<file path="src/hw/fwsr_pkg.sv">
// Package of constants for the flash write-status polling host controller.
package fwsr_pkg;

   // ************************************************************
   // Data bus bit positions of the status bits
   // ************************************************************
   localparam int POLL_COMPLEMENT_POS = 7; // Complement of programmed datum.
   localparam int TOGGLE_ANY_POS = 6; // Toggles on every read while busy.
   localparam int TIMEOUT_FAIL_POS = 5; // High when the pulse count limit ran out.
   localparam int ERASE_WINDOW_POS = 3; // Low during sector erase acceptance window.
   localparam int TOGGLE_SECTOR_POS = 2; // Toggles inside sectors selected for erase.

   // ************************************************************
   // Commands and bus timing
   // ************************************************************
   localparam logic [7:0] CMD_RESET = 8'hF0; // Single write to any address.
   localparam logic [3:0] STROBE_CYCLES = 4'h4; // Cycles a strobe is held low.
   localparam logic [3:0] SETUP_CYCLES = 4'h2; // Cycles before and after a strobe.

   // Result codes reported to the user side.
   localparam logic [1:0] RESULT_NONE = 2'h0;
   localparam logic [1:0] RESULT_DONE = 2'h1;
   localparam logic [1:0] RESULT_FAIL = 2'h2;
   localparam logic [1:0] RESULT_ABORT = 2'h3;

   // Controller states, one-hot.
   typedef enum logic [6:0] {
      ST_IDLE = 7'h01,
      ST_READ_A = 7'h02,
      ST_READ_B = 7'h04,
      ST_READ_C = 7'h08,
      ST_RESET_WR = 7'h10,
      ST_WRITE = 7'h20,
      ST_DONE = 7'h40
   } fwsr_state_type;

endpackage : fwsr_pkg

</file>
<file path="src/hw/fwsr_host.sv">
// Host controller that writes the flash and polls its toggle status to completion.
`timescale 1ns/1ps

// Behaviour
// - Host reads twice, compares toggle bit
// - Timeout high: recheck; still toggling means reset
// - Returning host restarts polling from start
// - Host writes reset after any timeout failure
// - Ignore window bit only under 50 us spacing
// - Check window bit around added sector erases
// - Host gives valid address for status reads
// - Reset is F0 written anywhere
module fwsr_host #(
   parameter int ADDR_W = 19 // Flash address width.
) (
   input wire logic ref_clk,
   input wire logic rst_n,
   input wire logic clk_en,
   input wire logic wr_req, // Pulse: write one byte (command cycle).
   input wire logic [ADDR_W-1:0] wr_addr,
   input wire logic [7:0] wr_data,
   input wire logic poll_req, // Pulse: poll an operation to completion.
   input wire logic [ADDR_W-1:0] poll_addr,
   input wire logic abort_req, // Level, sampled only in ST_READ_C: hold high until a read pair ends to leave polling for other work.
   input wire logic win_req, // Pulse: single read to sample the erase window bit.
   output logic busy,
   output logic done, // Pulse: a request finished.
   output logic [1:0] result,
   output logic [7:0] status_byte, // Last byte read from the flash.
   output logic erase_window_bit, // Erase window bit of that byte.
   output logic toggle_sector_bit, // Sector toggle seen across two reads.
   output logic [ADDR_W-1:0] flash_addr,
   input wire logic [7:0] flash_dq_in,
   output logic [7:0] flash_dq_out,
   output logic flash_dq_oe,
   output logic flash_ce_n,
   output logic flash_oe_n,
   output logic flash_we_n
);
   import fwsr_pkg::*;

   fwsr_state_type state_reg; // Current controller state.
   fwsr_state_type after_reg; // State to enter after the current bus cycle.
   logic [3:0] cnt_reg; // Bus cycle phase counter.
   logic cyc_reg; // A bus cycle is in flight.
   logic cyc_wr_reg; // Current bus cycle is a write.
   logic [7:0] first_reg; // Byte from the first read of a pair.
   logic [7:0] second_reg; // Byte from the second read of a pair.
   logic win_only_reg; // Current read is a single window sample.

   // Full length of one bus cycle: setup, strobe, hold.
   localparam logic [3:0] CYC_LEN = 4'(SETUP_CYCLES + STROBE_CYCLES + SETUP_CYCLES);

   // Returns whether the any-address toggle bit differs between two bytes.
   function automatic logic toggled(input logic [7:0] a, input logic [7:0] b);
      toggled = a[TOGGLE_ANY_POS] ^ b[TOGGLE_ANY_POS];
   endfunction : toggled

   // ************************************************************
   // Bus cycle engine
   // ************************************************************

   // Drives the strobes of one read or write cycle; strobes stay high outside cycles.
   // The flash has no clock, so every strobe edge is spaced by whole setup counts.
   always_ff @(posedge ref_clk) begin
      if (!rst_n) begin
         cnt_reg <= 4'h0;
         flash_ce_n <= 1'b1;
         flash_oe_n <= 1'b1;
         flash_we_n <= 1'b1;
         flash_dq_oe <= 1'b0;
      end else if (clk_en && cyc_reg) begin
         cnt_reg <= (cnt_reg == CYC_LEN) ? 4'h0 : cnt_reg + 4'h1;
         // Chip select spans the whole cycle so each read is a distinct cycle.
         flash_ce_n <= (cnt_reg == CYC_LEN);
         flash_dq_oe <= cyc_wr_reg && (cnt_reg != CYC_LEN);
         if (cnt_reg == SETUP_CYCLES) begin
            flash_oe_n <= cyc_wr_reg;
            flash_we_n <= !cyc_wr_reg;
         end else if (cnt_reg == 4'(SETUP_CYCLES + STROBE_CYCLES)) begin
            // status valid
            // Rising write edge ends the sequence; status reads may follow.
            flash_oe_n <= 1'b1;
            flash_we_n <= 1'b1;
         end
      end
   end

   // ************************************************************
   // Polling sequencer
   // ************************************************************

   // Walks the toggle algorithm and reset recovery.
   always_ff @(posedge ref_clk) begin
      if (!rst_n) begin
         state_reg <= ST_IDLE;
         after_reg <= ST_IDLE;
         cyc_reg <= 1'b0;
         cyc_wr_reg <= 1'b0;
         first_reg <= 8'h00;
         second_reg <= 8'h00;
         win_only_reg <= 1'b0;
         busy <= 1'b0;
         done <= 1'b0;
         result <= RESULT_NONE;
         status_byte <= 8'h00;
         erase_window_bit <= 1'b0;
         toggle_sector_bit <= 1'b0;
         flash_addr <= '0;
         flash_dq_out <= 8'h00;
      end else if (clk_en) begin
         done <= 1'b0;
         // Read data is captured at the rising edge of the read strobe.
         if (cyc_reg && !cyc_wr_reg && cnt_reg == 4'(SETUP_CYCLES + STROBE_CYCLES)) begin
            status_byte <= flash_dq_in;
            erase_window_bit <= flash_dq_in[ERASE_WINDOW_POS];
         end
         if (cyc_reg && cnt_reg == CYC_LEN) begin
            cyc_reg <= 1'b0;
            state_reg <= after_reg;
         end
         case (state_reg)
            ST_IDLE: begin
               // Idle: one request at a time, priority write, poll, window.
               if (wr_req) begin
                  flash_addr <= wr_addr;
                  flash_dq_out <= wr_data;
                  cyc_wr_reg <= 1'b1;
                  cyc_reg <= 1'b1;
                  busy <= 1'b1;
                  state_reg <= ST_WRITE;
                  after_reg <= ST_DONE;
                  result <= RESULT_DONE;
               end else if (poll_req || win_req) begin
                  // valid address
                  // The user gives the programmed or erasing-sector address.
                  flash_addr <= poll_addr;
                  cyc_wr_reg <= 1'b0;
                  cyc_reg <= 1'b1;
                  busy <= 1'b1;
                  win_only_reg <= win_req && !poll_req;
                  state_reg <= ST_READ_A;
                  after_reg <= ST_READ_B;
               end
            end
            ST_READ_B: begin
               // double read
               // First byte of the pair is held; start the second read.
               if (win_only_reg) begin
                  // window check
                  // One read is enough; the user compares the bit around each added erase.
                  result <= RESULT_DONE;
                  state_reg <= ST_DONE;
               end else if (!cyc_reg) begin
                  first_reg <= status_byte;
                  cyc_reg <= 1'b1;
                  state_reg <= ST_READ_A;
                  after_reg <= ST_READ_C;
               end
            end
            ST_READ_C: begin
               // restart polling
               // Abort clears the second stored byte; the next poll reloads the first and starts fresh.
               second_reg <= status_byte;
               toggle_sector_bit <= first_reg[TOGGLE_SECTOR_POS] ^ status_byte[TOGGLE_SECTOR_POS];
               if (abort_req) begin
                  result <= RESULT_ABORT;
                  state_reg <= ST_DONE;
               end else if (!toggled(first_reg, status_byte)) begin
                  result <= RESULT_DONE;
                  state_reg <= ST_DONE;
               end else if (first_reg[TIMEOUT_FAIL_POS] && second_reg[TIMEOUT_FAIL_POS]) begin
                  // recheck failed
                  // Timeout seen, and the recheck pair still toggles.
                  result <= RESULT_FAIL;
                  state_reg <= ST_RESET_WR;
               end else begin
                  // recheck toggling
                  // Take one fresh read; the timeout bit of this pair's last read arms failure.
                  first_reg <= status_byte;
                  second_reg <= status_byte;
                  cyc_reg <= 1'b1;
                  state_reg <= ST_READ_A;
                  after_reg <= ST_READ_C;
               end
            end
            ST_RESET_WR: begin
               flash_dq_out <= CMD_RESET;
               cyc_wr_reg <= 1'b1;
               cyc_reg <= 1'b1;
               state_reg <= ST_WRITE;
               after_reg <= ST_DONE;
            end
            ST_DONE: begin
               // Report completion and return to idle.
               busy <= 1'b0;
               done <= 1'b1;
               cyc_wr_reg <= 1'b0;
               win_only_reg <= 1'b0;
               second_reg <= 8'h00;
               state_reg <= ST_IDLE;
            end
            ST_READ_A, ST_WRITE: begin
               // Waiting for the bus cycle engine.
            end
            default: begin
               state_reg <= ST_IDLE;
            end
         endcase
      end
   end

endmodule : fwsr_host

</file>
<file path="config.mk">
export PLATFORM = sky130hd
export DESIGN_NAME = fwsr_host
export DESIGN_NICKNAME = d
export VERILOG_FILES = /design/src/hw/fwsr_pkg.sv /design/src/hw/fwsr_host.sv
export SDC_FILE = /design/constraint.sdc
export NUM_CORES = 1
export LEC_CHECK = 0
export BUFFER_PORTS_ARGS = -buffer_cell sky130_fd_sc_hd__buf_2
export CORE_MARGIN = 2
export CORE_UTILIZATION = 51
export CTS_CLUSTER_DIAMETER = 30
export DETAILED_ROUTE_END_ITERATION = 12
export GPL_TIMING_DRIVEN = 0
export MAX_ROUTING_LAYER = met4
export PLACE_DENSITY_LB_ADDON = 0.15
export RECOVER_POWER = 25
export SLEW_MARGIN = 10
export SYNTH_ARGS = -nofsm -noshare
export SYNTH_HDL_FRONTEND = slang
export SYNTH_SLANG_ARGS = --single-unit
</file>
<file path="constraint.sdc">
create_clock -name ref_clk -period 4.3 [get_ports ref_clk]
set_input_delay 0.86 -clock ref_clk [delete_from_list [all_inputs] [get_ports ref_clk]]
set_output_delay 0.86 -clock ref_clk [all_outputs]
set_load 0.01 [all_outputs]
</file>
---- Word-level counts from Yosys, hierarchy flattened ----
Index checks and enable logic that the tools add are counted.
storage, ports and cells
  input port bits ......................... 61
  RAM bits ................................ 0
  latch bits .............................. 0
  memories kept ........................... 0
  output and inout bits ................... 45
  flip-flop bits (word level) ............. 79
  bits in read-only memories .............. 0
operators by class
  bitwise operators ....................... 2
  div/mod/pow operators ................... 0
  add/subtract/negate cells ............... 1
  shifts and indexed selects .............. 0
  $mul .................................... 0
  eq/ne operators ......................... 22
  muxes and demuxes ....................... 57
  reduce and logical (&&, ||, !) cells .... 32
  order comparisons ....................... 0
operator list
  operator            count
  $mux 7              19
  $mux 19             2
  $pmux 7 s5          1
  $pmux 7 s4          1
  $mux 1              18
  $ne 2x2->1 const B  9
  $pmux 8 s2          1
  $pmux 7 s2          1
  $pmux 6 s2          1
  $reduce_and 3->1    4
  $reduce_bool 2->1   6
  $mux 2              5
  $mux 8              1
  $ne 4x4->1 const B  2
  $reduce_and 2->1    4
  $reduce_and 8->1    1
  $eq 7x1->1 const B  1
  $eq 7x2->1 const B  1
  $eq 7x3->1 const B  1
  $eq 7x4->1 const B  1
  $eq 7x5->1 const B  1
  $eq 7x6->1 const B  1
  $eq 7x7->1 const B  1
  $logic_and 1x1->1   7
  20 further kinds    24

---- Depth between registers and ports, before layout ----
Gate-level depths: netlist of the first run.
  depth after elaboration ................. 7
  gate-level depth with buffers ........... 8
  gate-level depth less buffers ........... 7

---- Worst setup path after synthesis of the first run ----
No wires, ideal clock.
  path type ............................... input to register
  start point ............................. input port wr_req
  end point ............................... register flash_dq_out[6]
  slack ................................... 2.265 ns
  stages on the path ...................... 7
  path buffers ............................ 2
  library setup time ...................... 0.091 ns
  arrival ................................. 1.944 ns
  cells stage by stage .................... clkbuf_1 nand3b_1 a21boi_1 and3_1 buf_2 nor2_1 a311oi_1
between the ends
  longest elaborated chain between the ends .. 2
RTL lines
  element                            line              RTL
  start, declared                    fwsr_host.sv:19   input wire logic wr_req,
  $ne 2x2->1 (no source line)        n/a
  $reduce_and 3->1 (no source line)  n/a
  end signal, assigned               fwsr_host.sv:127  flash_dq_out <= wr_data;
  end, declared                      fwsr_host.sv:34   output logic [7:0] flash_dq_out,
No other way between the ends.
A chain may end at the register's enable or synchronous reset.

==> results.json, run 1 <==
{
  "outcome": "completed",
  "rows": 28,
  "async_flop_share": 0,
  "path_clk_slew_ns": 0.07,
  "synth_top_area_share": 0.409,
  "areaGrowthSynthToFinish_pct": 25.8,
  "ctsHoldBuffers": 0,
  "wl_per_cell_um": 14.5,
  "portBuffers": 104,
  "wl_um": 8140,
  "yosysTopAreaCell": "dfxtp_1",
  "synth_seq_cells": 66,
  "globalplace.congestion": 0.943,
  "cap_violations": 0,
  "drt_first_pass_iters": 5,
  "post-route-min-period_ns": 2.07,
  "arrival_ns": 2.28,
  "num_vias": 3106,
  "synth.area.top_cells": "dfxtp_1, mux2i_1, nor2_1",
  "synthFlopType": "dfxtp_1",
  "cp_max_fo": 10,
  "fmax_mhz": 483,
  "holdCritPathClass": "flop to flop",
  "hold_violations": 0,
  "overflow": 0,
  "syn_nets": 432,
  "avgSynthCellArea_um2": 8.77,
  "start_util": 0.536,
  "grtUsageTotal": 0.248,
  "ys_types": 50,
  "cts_htree_levels": 3,
  "seq_area_frac_synth": 0.409,
  "slew_headroom": 0.539,
  "dp_hpwl_um": 6000,
  "synthCells": 368,
  "fin_total_pwr_uw": 1590,
  "drtIter0Drc": 215,
  "synth.most_common_cell": "dfxtp_1",
  "grt_max_degree": 12,
  "detail-route-antenna-nets": 0,
  "synth_top_cells_by_count": "dfxtp_1, nor2_1, nand2_1, mux2i_1, a211oi_1",
  "clock_tree.buffer_depth": 2,
  "fp.coreArea_um2": 6030,
  "cts_setup_buffers": 0,
  "critPathLaunchType": "input pin",
  "finalSetupTns_ns": 0,
  "clk_latency_ns": 0.34,
  "grt_pass1_vias": 3013,
  "syn_area_um2": 3230,
  "setup_viol": 0,
  "cts_made_buffers": 9,
  "fin_cells": 563,
  "finalHoldWorstSlack_ns": 0.453,
  "peakVddDrop_mv": 0.307,
  "clock_sinks": 66,
  "drc": 0,
  "drive_gt1_frac": 0.254,
  "cp.required_ns": 4.51,
  "p_leak_uw": 0.00173,
  "fin_nets": 547,
  "clock_skew_ns": 0.00997,
  "power.density_nw_per_um2": 392,
  "cts.repair.resized": 0,
  "critPathKind": "input pin to flop",
  "synth_edf_count": 0,
  "clock-root-buffer": "clkbuf_8",
  "grt_setup_unrepaired": "no",
  "cts_tree": "done",
  "placedCellCount": 547,
  "synth_warnings": 0,
  "end_kind": "flop",
  "tightest_slew_ns": 0.691,
  "worst-r2r-setup-slack_ns": 2.23,
  "antenna_found_initial": 0,
  "fillCellCount": 529,
  "regMostFlops": "flash_addr",
  "die-area_um2": 6980,
  "reg_top3": "flash_addr x19, flash_dq_out x8, status_byte x8",
  "fin_crit_sh": 0.481,
  "io_pins": 106,
  "diodes": 0,
  "seq_area_um2": 1320,
  "slew_viol_final": 0,
  "largest_register_ffs": 19,
  "grt_pass1_wl_um": 13800,
  "multiInputGateArea_um2": 1730,
  "die_x_um": 83.5,
  "via_per_inst": 5.52,
  "fp.dieH_um": 83.5
}
[power breakdown]
group / total, uW / internal, uW / switching [uW]
logic: 265 / 109 / 156
registers: 675 / 652 / 22.5
clock network: 652 / 417 / 235
total: 1590 / 1180 / 414
[layout by cell type, fill, tap and decap left out, types with 5 or more instances in the layout]
master and count:
a211oi_1 23, inv_1 9, buf_2 92, a21oi_1 16, nand3_1 12, nor2b_1 6
clkbuf_1 40, a31oi_1 5, dfxtp_1 66, o21ai_0 6, mux2i_1 33, o21ai_1 9
nor2_1 48, nand2_1 35, a311oi_1 6, clkbuf_8 11, nand3b_1 5
[logic make-up (layout without fill, tap and decap cells)]
kind of cell    Yosys count  after routing  synth area share
fa+ha+maj                 3              3            0.0116
xor+xnor                  8              8            0.0217
compound gates           82             82             0.173
flops                    66             66             0.409
mux                      33             33             0.102
simple gates            137            137             0.227
buf+inv                  39            159            0.0547
[layout make-up]
class / instances / area share
Buffer: 29 / 0.0342
Clock buffer: 12 / 0.0382
Clock inverter: 4 / 0.0240
Inverter: 10 / 0.00925
Multi-Input combinational cell: 263 / 0.426
Sequential cell: 66 / 0.325
Tap cell: 75 / 0.0231
Timing Repair Buffer: 104 / 0.120
[worst max-delay path: stages]
cell and delay (ns):
buf_2 0.13, clkbuf_1 0.39, clkbuf_1 0.45, o21ai_0 0.18
a21oi_1 0.21, nor3_2 0.06
[path summary, 6_finish.rpt]
check | cells after the start | end | startpoint
setup / recovery | 6 | state_reg[5]$_SDFFE_PN0P_ | clk_en
hold / removal | 1 | flash_ce_n$_SDFFE_PN1P_ | flash_ce_n$_SDFFE_PN1P_
setup reg to reg | 7 | flash_addr[11]$_SDFFE_PN0P_ | state_reg[2]$_SDFFE_PN0P_
hold reg to reg | 1 | flash_ce_n$_SDFFE_PN1P_ | flash_ce_n$_SDFFE_PN1P_
[routing by layer]
layer,track usage,share of wire
met4,0.0880,0.023
met3,0.0682,0.074
met5,-,0
met1,0.298,0.43
met2,0.400,0.47
[per-stage QoR]
| stage | area [um^2] | utilization | setup WS, ns |
|---|---|---|---|
| 3_3_place_gp | 3840 | 0.637 | 1.91 |
| 6_report | 4060 | 0.674 | 2.23 |
| 3_5_place_dp | 3840 | 0.637 | 1.93 |
| 2_1_floorplan | 3230 | - | 2.27 |
| 5_1_grt | 4060 | 0.674 | 2.03 |
| 4_1_cts | 4090 | 0.679 | 2.25 |
(Power assumes the default switching activity.)
==> inputs of run 2 (changes only) <==
- clock period: 4.3 -> 2 ns (I/O delays scaled with it)
==> run 2 against run 1 <==
Against the previous run:
- global-route usage up 0.13 points
- combinational power up 130%
- first-iteration DRC count down 4.7%
- non-clock buffer count up 2
==> results.json, run 2 (synthesized netlist as in run 1, its figures left out) <==
{
  "outcome": "completed",
  "clock_tree.buffer_depth": 2,
  "p_leak_uw": 0.00176,
  "finalSetupTns_ns": 0,
  "postPlaceCellArea_um2": 3840,
  "final_cell_area_um2": 4160,
  "grt_pass1_vias": 3027,
  "fp.dieH_um": 83.5,
  "dp_hpwl_um": 6000,
  "grtUsageTotal": 0.249,
  "cts_tree": "done",
  "arrival_ns": 2.15,
  "wl_per_cell_um": 14.6,
  "slew_headroom": 0.502,
  "drc": 0,
  "clk_latency_ns": 0.34,
  "die_x_um": 83.5,
  "cap_violations": 0,
  "io_pins": 106,
  "setup_viol": 0,
  "cp_max_fo": 9,
  "fin_crit_sh": 0.946,
  "drive_gt1_frac": 0.276,
  "path_clk_slew_ns": 0.07,
  "areaGrowthSynthToFinish_pct": 28.8,
  "post-route-min-period_ns": 1.89,
  "final_util": 0.690,
  "holdCritPathClass": "input pin to flop",
  "antenna_found_initial": 0,
  "grt_pass1_wl_um": 13900,
  "reg_top3": "flash_addr x19, flash_dq_out x8, status_byte x8",
  "grt_max_degree": 12,
  "power_frac_clock": 0.403,
  "rows": 28,
  "cp.required_ns": 2.26,
  "fin_nets": 549,
  "portBuffers": 104,
  "start_util": 0.536,
  "drtIter0Drc": 205,
  "max_stage_delay_ns": 0.38,
  "detail-route-antenna-nets": 0,
  "regMostFlops": "flash_addr",
  "fmax_mhz": 528,
  "placedCellCount": 547,
  "seq_power_share": 0.419,
  "clock_sinks": 66,
  "die-area_um2": 6980,
  "largest_register_ffs": 19,
  "p_int_uw": 2560,
  "tightest_slew_ns": 0.747,
  "finalHoldWorstSlack_ns": 0.289,
  "critPathKind": "flop to flop",
  "cpMaxStageDelayCell": "nor4b_4",
  "fin_cells": 565,
  "grt_setup_unrepaired": "yes",
  "final_common_cell": "buf_2",
  "layout_common_cells": "buf_2, dfxtp_1, nor2_1",
  "end_kind": "flop",
  "cts_htree_levels": 3,
  "via_per_inst": 5.54,
  "cts_made_buffers": 9,
  "path_cells": "clkbuf_4 > nor4b_4 > nand2_2 > nor3b_4 > buf_4 > nor2_1 > a211oi_1",
  "num_vias": 3128,
  "p_switching_uw": 899,
  "diodes": 0,
  "fp.coreArea_um2": 6030,
  "overflow": 0,
  "p_sw_frac": 0.259,
  "peakVddDrop_mv": 0.658,
  "hold_violations": 0,
  "critPathLaunchType": "flop",
  "slew_viol_final": 0,
  "clock-root-buffer": "clkbuf_8",
  "wl_um": 8270,
  "drt_first_pass_iters": 5,
  "clock_skew_ns": 0.00974,
  "power.density_nw_per_um2": 834,
  "globalplace.congestion": 0.943,
  "ctsHoldBuffers": 0,
  "pwr-share-comb": 0.178
}
==> run 2: critical path: cells and delay by family, from the launching register on <==
family	cells	cell delay, ns
AOI/OAI and AO/OA	1	0.21
buffers and inverters	2	0.39
DFF	1	0.30
and+or+nand+nor	4	0.91
==> run 2: cell type report <==
| cell class | instances | area, um^2 |
|---|---|---|
| plain buffers | 29 | 168 |
| clock buffers | 12 | 155 |
| clock inverters | 4 | 97.6 |
| fillers | 509 | 1870 |
| inverters | 10 | 37.5 |
| multi-input cells | 263 | 1780 |
| flip-flops and latches | 66 | 1320 |
| well taps | 75 | 93.8 |
| repair buffers | 106 | 505 |
==> run 2: power by group through the flow <==
stage,registers (uW),clock network (uW),logic (uW)
after floorplan,1510,0,334
after global placement,1470,0,567
after detailed placement,1480,0,577
after CTS,1450,1420,584
after global routing,1460,1490,682
final,1450,1400,617
==> run 2: path summary, 6_finish.rpt <==
kind	startpoint	to	slack [ns]	cells past startpoint
setup / recovery	state_reg[2]$_SDFFE_PN0P_	flash_addr[0]$_SDFFE_PN0P_	0.11	7
hold / removal	flash_dq_in[3]	status_byte[3]$_SDFFE_PN0P_	0.29	3
setup reg to reg	state_reg[2]$_SDFFE_PN0P_	flash_addr[0]$_SDFFE_PN0P_	0.11	7
hold reg to reg	flash_ce_n$_SDFFE_PN1P_	flash_ce_n$_SDFFE_PN1P_	0.45	1
==> run 2: what timing repair did <==
item,CTS,global route
endpoints found under the setup margin,10,29
gates cloned,0,1
setup buffers,1,0
resized for setup,1,23
pin swaps,1,3
hold endpoints to repair,0,0
==> run 2: layer usage <==
metal / wire length, um / track usage / part of all wire
met5: 0 / - / 0
met4: 168 / 0.0909 / 0.020
met3: 684 / 0.0682 / 0.083
met2: 3900 / 0.402 / 0.47
met1: 3520 / 0.299 / 0.43
==> run 2: through the flow <==
step | total power, uW | worst slack, ns
6_report | 3460 | 0.108
5_1_grt | 3630 | -0.0395
4_1_cts | 3450 | 0.0346
3_5_place_dp | 2050 | -0.0506
3_3_place_gp | 2040 | -0.0439
2_1_floorplan | 1840 | 0.301
